===== config.mk =====
export PLATFORM = sky130hd
export DESIGN_NAME = ofd_decoder
export DESIGN_NICKNAME = d
export VERILOG_FILES = /design/src/hdl/ofd_pkg.sv /design/src/hdl/ofd_decoder.sv /design/src/hdl/ofd_imm_ext.sv /design/src/hdl/ofd_sreg_sel.sv
export SDC_FILE = /design/constraint.sdc
export NUM_CORES = 1
export LEC_CHECK = 0
export ABC_AREA = 1
export BUFFER_PORTS_ARGS = -buffer_cell sky130_fd_sc_hd__buf_2
export CORE_MARGIN = 3
export CORE_UTILIZATION = 45
export DETAILED_ROUTE_END_ITERATION = 12
export GPL_TIMING_DRIVEN = 0
export PLACE_DENSITY_LB_ADDON = 0.1
export SLEW_MARGIN = 20
export SYNTH_ARGS = -nofsm -noshare
export SYNTH_HDL_FRONTEND = slang
export SYNTH_HIERARCHICAL = 1
export SYNTH_SLANG_ARGS = --single-unit

===== constraint.sdc =====
create_clock -name clk -period 1.7 [get_ports clk]
set_input_delay 0.255 -clock clk [delete_from_list [all_inputs] [get_ports clk]]
set_output_delay 0.255 -clock clk [all_outputs]
set_load 0.01 [all_outputs]

===== src/hdl/ofd_pkg.sv =====
// Package for the opcode field decoder: field layouts, codes and decode carriers.
// Assumes the fetch path presents one opcode at a time with its field qualifiers.
package ofd_pkg;

  // ------------------------------------------------------------
  // Register map (APB, byte addresses)
  // ------------------------------------------------------------
  localparam logic [7:0] OFD_CTRL_OFS    = 8'h00;
  localparam logic [7:0] OFD_STATUS_OFS  = 8'h04;
  localparam logic [7:0] OFD_COUNT_OFS   = 8'h08;
  localparam logic [7:0] OFD_LAST_OFS    = 8'h0C;
  localparam logic [31:0] OFD_CTRL_RESET = 32'h0000_0001;
  localparam int OFD_CTRL_EN_BIT     = 0;
  localparam int OFD_CTRL_CLR_BIT    = 1;
  localparam int OFD_STAT_INV_BIT    = 0;

  // ------------------------------------------------------------
  // Field positions and codes
  // ------------------------------------------------------------
  localparam int OFD_NEG_BIT = 0;               // Low bit of the condition field
  localparam logic [2:0] OFD_CC_OVF  = 3'h0;
  localparam logic [2:0] OFD_CC_BLW  = 3'h1;
  localparam logic [2:0] OFD_CC_EQ   = 3'h2;
  localparam logic [2:0] OFD_CC_BE   = 3'h3;
  localparam logic [2:0] OFD_CC_SGN  = 3'h4;
  localparam logic [2:0] OFD_CC_PAR  = 3'h5;
  localparam logic [2:0] OFD_CC_LT   = 3'h6;
  localparam logic [2:0] OFD_CC_LE   = 3'h7;

  // Special register target, one-hot
  typedef enum logic [11:0] {
    OFD_SR_NONE  = 12'h001,
    OFD_SR_CTL0  = 12'h002,
    OFD_SR_FAULT = 12'h004,
    OFD_SR_PDBR  = 12'h008,
    OFD_SR_BP0   = 12'h010,
    OFD_SR_BP1   = 12'h020,
    OFD_SR_BP2   = 12'h040,
    OFD_SR_BP3   = 12'h080,
    OFD_SR_DSTAT = 12'h100,
    OFD_SR_DCTRL = 12'h200,
    OFD_SR_TCMD  = 12'h400,
    OFD_SR_TDATA = 12'h800
  } ofd_sreg_t;

  // Class of special register move
  typedef enum logic [2:0] {
    OFD_MV_CTRL  = 3'h1,
    OFD_MV_DEBUG = 3'h2,
    OFD_MV_TEST  = 3'h4
  } ofd_move_t;

  // Immediate width codes
  localparam logic [1:0] OFD_W8  = 2'h0;
  localparam logic [1:0] OFD_W16 = 2'h1;
  localparam logic [1:0] OFD_W32 = 2'h2;

  // Request from the fetch path
  typedef struct packed {
    logic        valid;
    logic        dir_bit;
    logic        sext_bit;
    logic [1:0]  imm_width;
    logic [1:0]  dst_width;
    logic [31:0] imm_raw;
    logic [3:0]  cond_field;
    logic        is_sreg_move;
    ofd_move_t   move_class;
    logic [2:0]  sreg_sel;
  } ofd_req_t;

  // Decoded controls
  typedef struct packed {
    logic        valid;
    logic        reg_is_src;
    logic        reg_is_dst;
    logic [31:0] imm_ext;
    logic [2:0]  cond_sel;
    logic        cond_negate;
    ofd_sreg_t   sreg;
    logic        invalid_op;
  } ofd_dec_t;

endpackage : ofd_pkg


===== src/hdl/ofd_decoder.sv =====
// Opcode field decoder top: registers one decode per accepted request
// and offers control and status over APB.
// Assumes requests are synchronous to clk and held only for one cycle.
//
// The implementer's own choices: the placing of the registers and the APB slave port.
`timescale 1ns/1ns
module ofd_decoder (
  input  wire logic             clk,
  input  wire logic             reset_n,
  input  wire logic             clk_en,
  input  wire ofd_pkg::ofd_req_t req,
  output ofd_pkg::ofd_dec_t     dec,
  // APB slave
  input  wire logic             psel,
  input  wire logic             penable,
  input  wire logic             pwrite,
  input  wire logic [7:0]       paddr,
  input  wire logic [31:0]      pwdata,
  output logic [31:0]           prdata,
  output logic                  pready,
  output logic                  pslverr
);
  import ofd_pkg::*;

  // ------------------------------------------------------------
  // Declarations
  // ------------------------------------------------------------
  logic [31:0] ctrl_reg;
  logic        invalid_reg;
  logic [15:0] count_reg;
  logic [15:0] inv_count_reg;
  logic [31:0] imm_next;
  ofd_sreg_t   sreg_next;
  logic        sreg_inv;
  logic        dec_en;
  logic        take;
  logic        apb_wr;
  logic        apb_rd;
  logic        addr_ok;
  logic [2:0]  cond_next;

  // Decoding enabled by software control bit
  assign dec_en = ctrl_reg[OFD_CTRL_EN_BIT];
  assign take   = clk_en && dec_en && req.valid;

  // ------------------------------------------------------------
  // Field decode slices
  // ------------------------------------------------------------
  ofd_imm_ext u_imm (
    .sext_bit  (req.sext_bit),
    .imm_width (req.imm_width),
    .dst_width (req.dst_width),
    .imm_raw   (req.imm_raw),
    .imm_ext   (imm_next)
  );

  // is software's duty; the invalid flag covers the case it is broken
  ofd_sreg_sel u_sreg (
    .enable     (req.is_sreg_move),
    .move_class (req.move_class),
    .sreg_sel   (req.sreg_sel),
    .sreg       (sreg_next),
    .invalid    (sreg_inv)
  );

  // Upper three bits name the condition; table order is the code itself
  always_comb begin
    unique case (req.cond_field[3:1])
      3'h0: cond_next = OFD_CC_OVF;
      3'h1: cond_next = OFD_CC_BLW;
      3'h2: cond_next = OFD_CC_EQ;
      3'h3: cond_next = OFD_CC_BE;
      3'h4: cond_next = OFD_CC_SGN;
      3'h5: cond_next = OFD_CC_PAR;
      3'h6: cond_next = OFD_CC_LT;
      3'h7: cond_next = OFD_CC_LE;
    endcase
  end

  // ------------------------------------------------------------
  // Decode output register
  // ------------------------------------------------------------
  // Valid is a one-cycle pulse while clk_en is high and holds while clk_en is low; other fields hold until the next decode
  always_ff @(posedge clk or negedge reset_n) begin
    if (!reset_n) begin
      dec <= '{valid: 1'b0, reg_is_src: 1'b0, reg_is_dst: 1'b0, imm_ext: 32'h0000_0000,
               cond_sel: 3'h0, cond_negate: 1'b0, sreg: OFD_SR_NONE, invalid_op: 1'b0};
    end else if (clk_en) begin
      dec.valid <= take;
      if (take) begin
        dec.reg_is_src  <= ~req.dir_bit;
        dec.reg_is_dst  <= req.dir_bit;
        dec.imm_ext     <= imm_next;
        dec.cond_sel    <= cond_next;
        dec.cond_negate <= req.cond_field[OFD_NEG_BIT];
        dec.sreg        <= sreg_next;
        dec.invalid_op  <= sreg_inv;
      end
    end
  end

  // ------------------------------------------------------------
  // APB decode
  // ------------------------------------------------------------
  assign addr_ok = (paddr == OFD_CTRL_OFS) || (paddr == OFD_STATUS_OFS) ||
                   (paddr == OFD_COUNT_OFS) || (paddr == OFD_LAST_OFS);
  // Access phase completes at once since pready is registered high
  assign apb_wr  = psel && penable && pready && pwrite && clk_en;
  assign apb_rd  = psel && !penable && !pwrite && clk_en;

  // Control register; clear bit is self-clearing, never stored
  always_ff @(posedge clk or negedge reset_n) begin
    if (!reset_n) begin
      ctrl_reg <= OFD_CTRL_RESET;
    end else if (apb_wr && paddr == OFD_CTRL_OFS) begin
      ctrl_reg <= {31'h0000_0000, pwdata[OFD_CTRL_EN_BIT]};
    end
  end

  // Sticky invalid flag; a new invalid decode wins over a software clear
  always_ff @(posedge clk or negedge reset_n) begin
    if (!reset_n) begin
      invalid_reg <= 1'b0;
    end else if (take && sreg_inv) begin
      invalid_reg <= 1'b1;
    end else if (apb_wr && paddr == OFD_CTRL_OFS && pwdata[OFD_CTRL_CLR_BIT]) begin
      invalid_reg <= 1'b0;
    end
  end

  // Counters of decodes and of invalid decodes; wrap silently
  always_ff @(posedge clk or negedge reset_n) begin
    if (!reset_n) begin
      count_reg     <= 16'h0000;
      inv_count_reg <= 16'h0000;
    end else if (apb_wr && paddr == OFD_CTRL_OFS && pwdata[OFD_CTRL_CLR_BIT]) begin
      count_reg     <= 16'h0000;
      inv_count_reg <= 16'h0000;
    end else if (take) begin
      count_reg     <= count_reg + 16'h0001;
      inv_count_reg <= inv_count_reg + {15'h0000, sreg_inv};
    end
  end

  // Ready rises in setup and falls after the access edge: one wait-free access
  always_ff @(posedge clk or negedge reset_n) begin
    if (!reset_n) begin
      pready  <= 1'b0;
      pslverr <= 1'b0;
    end else if (clk_en) begin
      pready  <= psel && !penable;
      pslverr <= psel && !penable && !addr_ok;
    end
  end

  // Read data latched in setup so it stands for the whole access phase
  always_ff @(posedge clk or negedge reset_n) begin
    if (!reset_n) begin
      prdata <= 32'h0000_0000;
    end else if (apb_rd) begin
      unique case (paddr)
        OFD_CTRL_OFS:   prdata <= ctrl_reg;
        OFD_STATUS_OFS: prdata <= {31'h0000_0000, invalid_reg};
        OFD_COUNT_OFS:  prdata <= {inv_count_reg, count_reg};
        OFD_LAST_OFS:   prdata <= {20'h0_0000, dec.sreg};
        default:        prdata <= 32'h0000_0000;
      endcase
    end
  end

endmodule : ofd_decoder


===== src/hdl/ofd_imm_ext.sv =====
// Immediate extension slice of the opcode field decoder.
// Assumes widths are given as ofd_pkg width codes; purely combinational.
`timescale 1ns/1ns
module ofd_imm_ext (
  input  wire logic        sext_bit,
  input  wire logic [1:0]  imm_width,
  input  wire logic [1:0]  dst_width,
  input  wire logic [31:0] imm_raw,
  output logic [31:0]      imm_ext
);
  import ofd_pkg::*;

  logic widen;

  // ------------------------------------------------------------
  // Extension
  // ------------------------------------------------------------
  // Sign bit only matters for a byte immediate into a wider target
  assign widen = (imm_width == OFD_W8) && (dst_width != OFD_W8);

  always_comb begin
    if (widen && sext_bit) begin
      imm_ext = {{24{imm_raw[7]}}, imm_raw[7:0]};
    end else if (imm_width == OFD_W8) begin
      imm_ext = {24'h00_0000, imm_raw[7:0]};
    end else begin
      imm_ext = imm_raw;
    end
  end

endmodule : ofd_imm_ext


===== src/hdl/ofd_sreg_sel.sv =====
// Special register selector decode for control, debug and test moves.
// Assumes move_class is one of the three one-hot codes; purely combinational.
`timescale 1ns/1ns
module ofd_sreg_sel (
  input  wire logic              enable,
  input  wire ofd_pkg::ofd_move_t move_class,
  input  wire logic [2:0]        sreg_sel,
  output ofd_pkg::ofd_sreg_t     sreg,
  output logic                   invalid
);
  import ofd_pkg::*;

  // ------------------------------------------------------------
  // Selector table
  // ------------------------------------------------------------
  // Undefined codes map to no register and raise invalid, never a guess
  always_comb begin
    sreg    = OFD_SR_NONE;
    invalid = 1'b0;
    if (enable) begin
      unique case (move_class)
        OFD_MV_CTRL: begin
          case (sreg_sel)
            3'h0:    sreg = OFD_SR_CTL0;
            3'h2:    sreg = OFD_SR_FAULT;
            3'h3:    sreg = OFD_SR_PDBR;
            default: invalid = 1'b1;
          endcase
        end
        OFD_MV_DEBUG: begin
          case (sreg_sel)
            3'h0:    sreg = OFD_SR_BP0;
            3'h1:    sreg = OFD_SR_BP1;
            3'h2:    sreg = OFD_SR_BP2;
            3'h3:    sreg = OFD_SR_BP3;
            3'h6:    sreg = OFD_SR_DSTAT;
            3'h7:    sreg = OFD_SR_DCTRL;
            default: invalid = 1'b1;
          endcase
        end
        OFD_MV_TEST: begin
          case (sreg_sel)
            3'h6:    sreg = OFD_SR_TCMD;
            3'h7:    sreg = OFD_SR_TDATA;
            default: invalid = 1'b1;
          endcase
        end
        default: invalid = 1'b1;                                   // Bad class code
      endcase
    end
  end

endmodule : ofd_sreg_sel


=== After elaboration in Yosys (flattened, before gate mapping) ===
Memories as Yosys holds them, arrays and structs flattened. A register that Yosys moved wholly into a read port is not among the register bits.
Index checks and enable logic that the tools add are counted.

* Add/sub/neg operators: 2
* Eq/ne operators: 11
* Mux-type cells: 19
* Bitwise gates (word level): 1
* Reduce and logical (&&, ||, !) cells: 32

{| class="wikitable"
|+ Operators by type and width
! cell !! count
|-
| one-hot mux 32 bit (4 select lines) || 1
|-
| 2-to-1 mux 16 bit || 4
|-
| 2-to-1 mux 32 bit || 2
|-
| one-hot mux 10 bit (6 select lines) || 1
|-
| one-hot mux 12 bit (3 select lines) || 1
|-
| one-hot mux 12 bit (2 select lines) || 1
|-
| adder 16 x 1 -> 16 bit || 1
|-
| adder 16 x 1 -> 16 bit, second input constant || 1
|-
| == test 8 x 4 -> 1 bit, second input constant || 2
|-
| logical AND 1 bit || 15
|-
| 2-to-1 mux 12 bit || 1
|-
| one-hot mux 4 bit (3 select lines) || 1
|-
| == test 3 x 2 -> 1 bit, second input constant || 3
|-
| == test 3 bit, second input constant || 3
|-
| == test 8 x 3 -> 1 bit, second input constant || 1
|-
| zero test 8 bit || 1
|-
| == test 3 x 1 -> 1 bit, second input constant || 2
|-
| 2-to-1 mux 1 bit || 6
|-
| nonzero test 2 bit || 3
|-
| OR reduction 6 bit || 1
|-
| zero test 1 bit || 4
|-
| zero test 3 bit || 1
|-
| logical OR 1 bit || 3
|-
| one-hot mux 1 bit (3 select lines) || 1
|-
| 5 further kinds || 5
|}

* Bits in registers: 117
* ROM bits: 24
* Output and inout port bits: 86
* Memories kept: 1

{| class="wikitable"
|+ Memory list
! name !! depth !! bits a word !! read ports !! clocked after memory_dff !! write ports !! line !! text
|-
| (name not given) || 8 || 3 || 1 || 1 || 0 || ofd_decoder.sv:68 || <nowiki>unique case (req.cond_field[3:1])</nowiki>
|}

=== Longest topological paths before layout ===
* Depth in word-level cells: 8
* Mapped depth: 16

=== Cells and area by module ===
The synthesis kept the hierarchy.

{| class="wikitable"
|+ Modules (own cells, without submodules)
! module !! instances !! cells an instance !! area each (um^2)
|-
| ofd_decoder || 1 || 667 || 5386.4
|-
| ofd_imm_ext || 1 || 68 || 336.6
|-
| ofd_sreg_sel || 1 || 40 || 215.2
|}

=== Worst setup path after synthesis ===
No wires, ideal clock.

* Path type: input port to flip-flop
* Start point: in req[1] in the netlist's numbering
* End point: reg inv_count_reg[10]
* Arrival: 1.534 ns
* Path slack: 0.046 ns
* Stages on the path: 14
* Path buffers: 1
* Cells stage by stage: buf_4 -> o21ai_2 -> nand2_2 -> nand3_2 -> nand2_1 -> inv_1 -> ha_1 -> inv_1 -> nor2_1 -> nand2_1 -> nor2_1 -> nand2_1 -> o21ai_0 -> nor2_1

* Word-level cells in the longest chain between the ends: 8
* Elaborated cells between the ends (all ways): 17
* Classes of those cells: add/sub (1); eq/ne (5); mux (7); reduce/logical (4)

{| class="wikitable"
|+ RTL lines
! element !! line !! text
|-
| start, declared || ofd_decoder.sv:11 || <nowiki>input wire ofd_pkg::ofd_req_t req,</nowiki>
|-
| == test 3 x 1 -> 1 bit (tied with other cells) || ofd_sreg_sel.sv:31 || <nowiki>case (sreg_sel)</nowiki>
|-
| OR reduction 6 bit (no line) (tied with other cells) || -- ||
|-
| 2-to-1 mux 1 bit (on tied branches) || ofd_sreg_sel.sv:31, ofd_sreg_sel.sv:23, ofd_sreg_sel.sv:42 ||
|-
| one-hot mux 1 bit (3 select lines) * || ofd_sreg_sel.sv:21 || <nowiki>unique case (move_class)</nowiki>
|-
| 2-to-1 mux 1 bit * || ofd_sreg_sel.sv:20 || <nowiki>if (enable) begin</nowiki>
|-
| via sreg_inv || ofd_decoder.sv:34 || <nowiki>logic sreg_inv;</nowiki>
|-
| adder 16 x 1 -> 16 bit * || ofd_decoder.sv:141 || <nowiki>inv_count_reg <= inv_count_reg + {15'h0000, sreg_inv};</nowiki>
|-
| 2-to-1 mux 16 bit * || ofd_decoder.sv:139 || <nowiki>end else if (take) begin</nowiki>
|-
| 2-to-1 mux 16 bit * || ofd_decoder.sv:136 || <nowiki>end else if (apb_wr && paddr == OFD_CTRL_OFS && pwdata[OFD_CTRL_CLR_BIT]) begin</nowiki>
|-
| end signal, assigned || ofd_decoder.sv:141 ||
|-
| end, declared || ofd_decoder.sv:31 || <nowiki>logic [15:0] inv_count_reg;</nowiki>
|}

The timed path passes the listed nets; every way through them passes the cells marked *. The select of a mux whose other input is x is not followed.
A chain may end at the register's enable or synchronous reset.

=== Final worst setup path ===
* Start point: reg ctrl_reg[0]
* End point: reg inv_count_reg[10]

* Word-level cells in the longest chain between the ends: 3

{| class="wikitable"
|+ RTL lines
! element !! line !! text
|-
| start, declared || ofd_decoder.sv:28 || <nowiki>logic [31:0] ctrl_reg;</nowiki>
|-
| start signal, assigned || ofd_decoder.sv:116 || <nowiki>ctrl_reg <= {31'h0000_0000, pwdata[OFD_CTRL_EN_BIT]};</nowiki>
|-
| logical AND 1 bit (2 in a row) || ofd_decoder.sv:44 || <nowiki>assign take = clk_en && dec_en && req.valid;</nowiki>
|-
| nonzero test 2 bit (no line) || -- ||
|}

Every way passes these cells.

==> metrics.cfg <==
[synthesis]
synth.distinct_cells = 34
ys_warn_count = 6
syn_nets = 874
ys_seq_elements = 120
netlist_area_um2 = 5938
syn_area_per_cell_um2 = 7.662
synthCells = 775
yosysSeqAreaShare = 0.5061

[final_layout]
final_cell_mix = nand2_1, buf_2, dfrtp_1, nor2_1, inv_1
top_regs = dec: 52 flops, prdata: 32 flops
final_cell_area_um2 = 7481
final_util = 0.5857
largest_register_ffs = 52
area_growth_pct = 25.98
antenna_cells = 0
drive_above_1_share = 0.2629
layout_commonest_cell = nand2_1
top_register = dec
final_nets = 1038

[place]
hpwl_um = 11400
dpl_cell_area_um2 = 6903
numPortBuffers = 143
gp_congestion = 0.8768

[timing]
finalMaxSlewViolations = 0
relSlewSlack = 0.6638
timing.fmax_mhz = 658.9
fin_skew_ps = 9.035
fin_crit_ps = 1518
tightest_slew_ps = 504.4
finalSetupViolCount = 0
rsz0062_at_grt = false
fin_crit_sh = 0.8927
hold_violations = 0

[critical_path]
crit_type = flip-flop to flip-flop
cp-start-kind = flip-flop
crit_fanout = 10
crit_arrival_ps = 1810
endpoint_kind = flip-flop
cp.required_ps = 1990

[clocking]
cts_made_buffers = 17
cts_tree = yes
cts.clk_slew.worst_paths_ps = 50
cts-root-buf = clkbuf_16
clkSinkCount = 120
clk_path_buf_depth = 2
post_cts.repair.setup_buffers = 0
htreeDepth = 4
clk_latency_ps = 410

[floorplanning]
die_h_um = 120.9
num_io_pins = 182
core_um2 = 12770
rows = 41
fp.dieW_um = 120.9
initial_utilization = 0.4649
die_area_um2 = 14610

[hold_path]
hp-class = input pin to flip-flop

[grt]
grt_overflow = 0
antenna_found_initial = 0
grt_max_degree = 76
grt_usage = 0.2184
grt_pass1_wl_um = 25360
grt_pass1_vias = 5226

[routing]
vias = 5319
wl_per_cell_um = 13.58
drt_iter0_markers = 245
wl_um = 15200
route.detailed.drc = 0
postRouteAntennaNets = 0
via_per_inst = 4.753
drtPass1Iterations = 4

[pwr]
p_leak_nw = 4.451
peakVddDrop_v = 0.0006546
powerDensity_nw_per_um2 = 875.6

[run_status]
outcome = finished, final reports clean

[job]
drv_cap = 0

critical path, cell delays in order, from the launching register on:
cell and delay, ps:
dfstp_2 540, nand2_1 60, nor2_2 100, buf_4 200
buf_4 220, nand2_1 80, o21ai_0 150, nor2_1 50
final timing paths:
path	from	endpoint	slack, ps	cells past startpoint
hold reg to reg	prdata[18]	prdata[18]	470	2
min in group asynchronous	reset_n	prdata[10]	340	2
setup reg to reg	ctrl_reg[0]	inv_count_reg[10]	180	7
setup / recovery	ctrl_reg[0]	inv_count_reg[10]	180	7
max in group asynchronous	reset_n	ctrl_reg[0]	630	3
hold / removal	req[16]	dec[22]	40	3
where the power goes:
part / switching [mW] / leakage [nW] / internal [mW]
logic: 0.214 / 2.58 / 0.137
registers: 0.0105 / 1.60 / 2.88
clock network: 1.16 / 0.272 / 2.15
metrics by stage:
stage / setup WS [ps] / cells / TNS [ps] / hold WS [ps] / power, mW
after floorplan: 45.80 / 775 / 0 / -40.59 / 3.094
after global placement: -1131 / 1090 / -135400 / 449.0 / 3.268
after detailed placement: -324.6 / 1091 / -2715 / 209.7 / 3.286
after CTS: 90.71 / 1119 / 0 / 25.75 / 6.608
after global routing: 1.882 / 1119 / 0 / 32.93 / 6.793
final: 182.4 / 1119 / 0 / 42.55 / 6.550
synth_stat cells (all sizes together):
cell type | instances | area [um^2]
or2 | 1 | 6.260
ha | 3 | 37.54
nor4 | 1 | 12.51
dfrtp | 118 | 2953
dfstp | 2 | 52.55
buf | 33 | 235.2
a21oi | 13 | 65.06
inv | 56 | 215.2
clkbuf | 2 | 7.510
xor2 | 2 | 17.52
nor3 | 15 | 80.08
o21ai | 37 | 226.5
nor2 | 78 | 349.1
o21a | 1 | 7.510
a31oi | 1 | 6.260
nand2 | 372 | 1424
nand3 | 33 | 192.7
nand4 | 7 | 50.05
metal layers:
layer  share of wire  wire length [um]  GRT usage  vias to the layer above
met5               0                 0          0                        -
met3           0.063               957    0.06620                       17
li1                -                 -          -                     2709
met2            0.48              7259     0.3512                      129
met1            0.44              6763     0.2831                     2464
met4           0.014               217    0.07082                        0
cells by family (layout without fill, tap and decap cells):
group / count (synthesis) / count (layout) / share of synthesized area
buffers and inverters: 91 / 263 / 0.07712
AND/OR/NAND/NOR: 507 / 507 / 0.3561
AO/OA/AOI/OAI: 52 / 52 / 0.05141
adder cells (fa/ha/maj): 3 / 3 / 0.006322
XOR/XNOR: 2 / 2 / 0.002950
flip-flops: 120 / 120 / 0.5061
final cells by class:
cell class,instances,area [um^2]
Timing Repair Buffer,145,759.5
Inverter,56,215.2
Clock inverter,4,45.04
Multi-Input combinational cell,564,2500
Buffer,35,242.7
Fill cell,1211,5293
Sequential cell,120,3005
Clock buffer,23,498.0
Tap cell,172,215.2
repair_timing:
action,in CTS,in global routing
setup endpoints to repair,0,5
gates resized for setup,0,7
hold buffers,1,0
endpoints found under the hold margin,45,0
(Power assumes the default switching activity.)
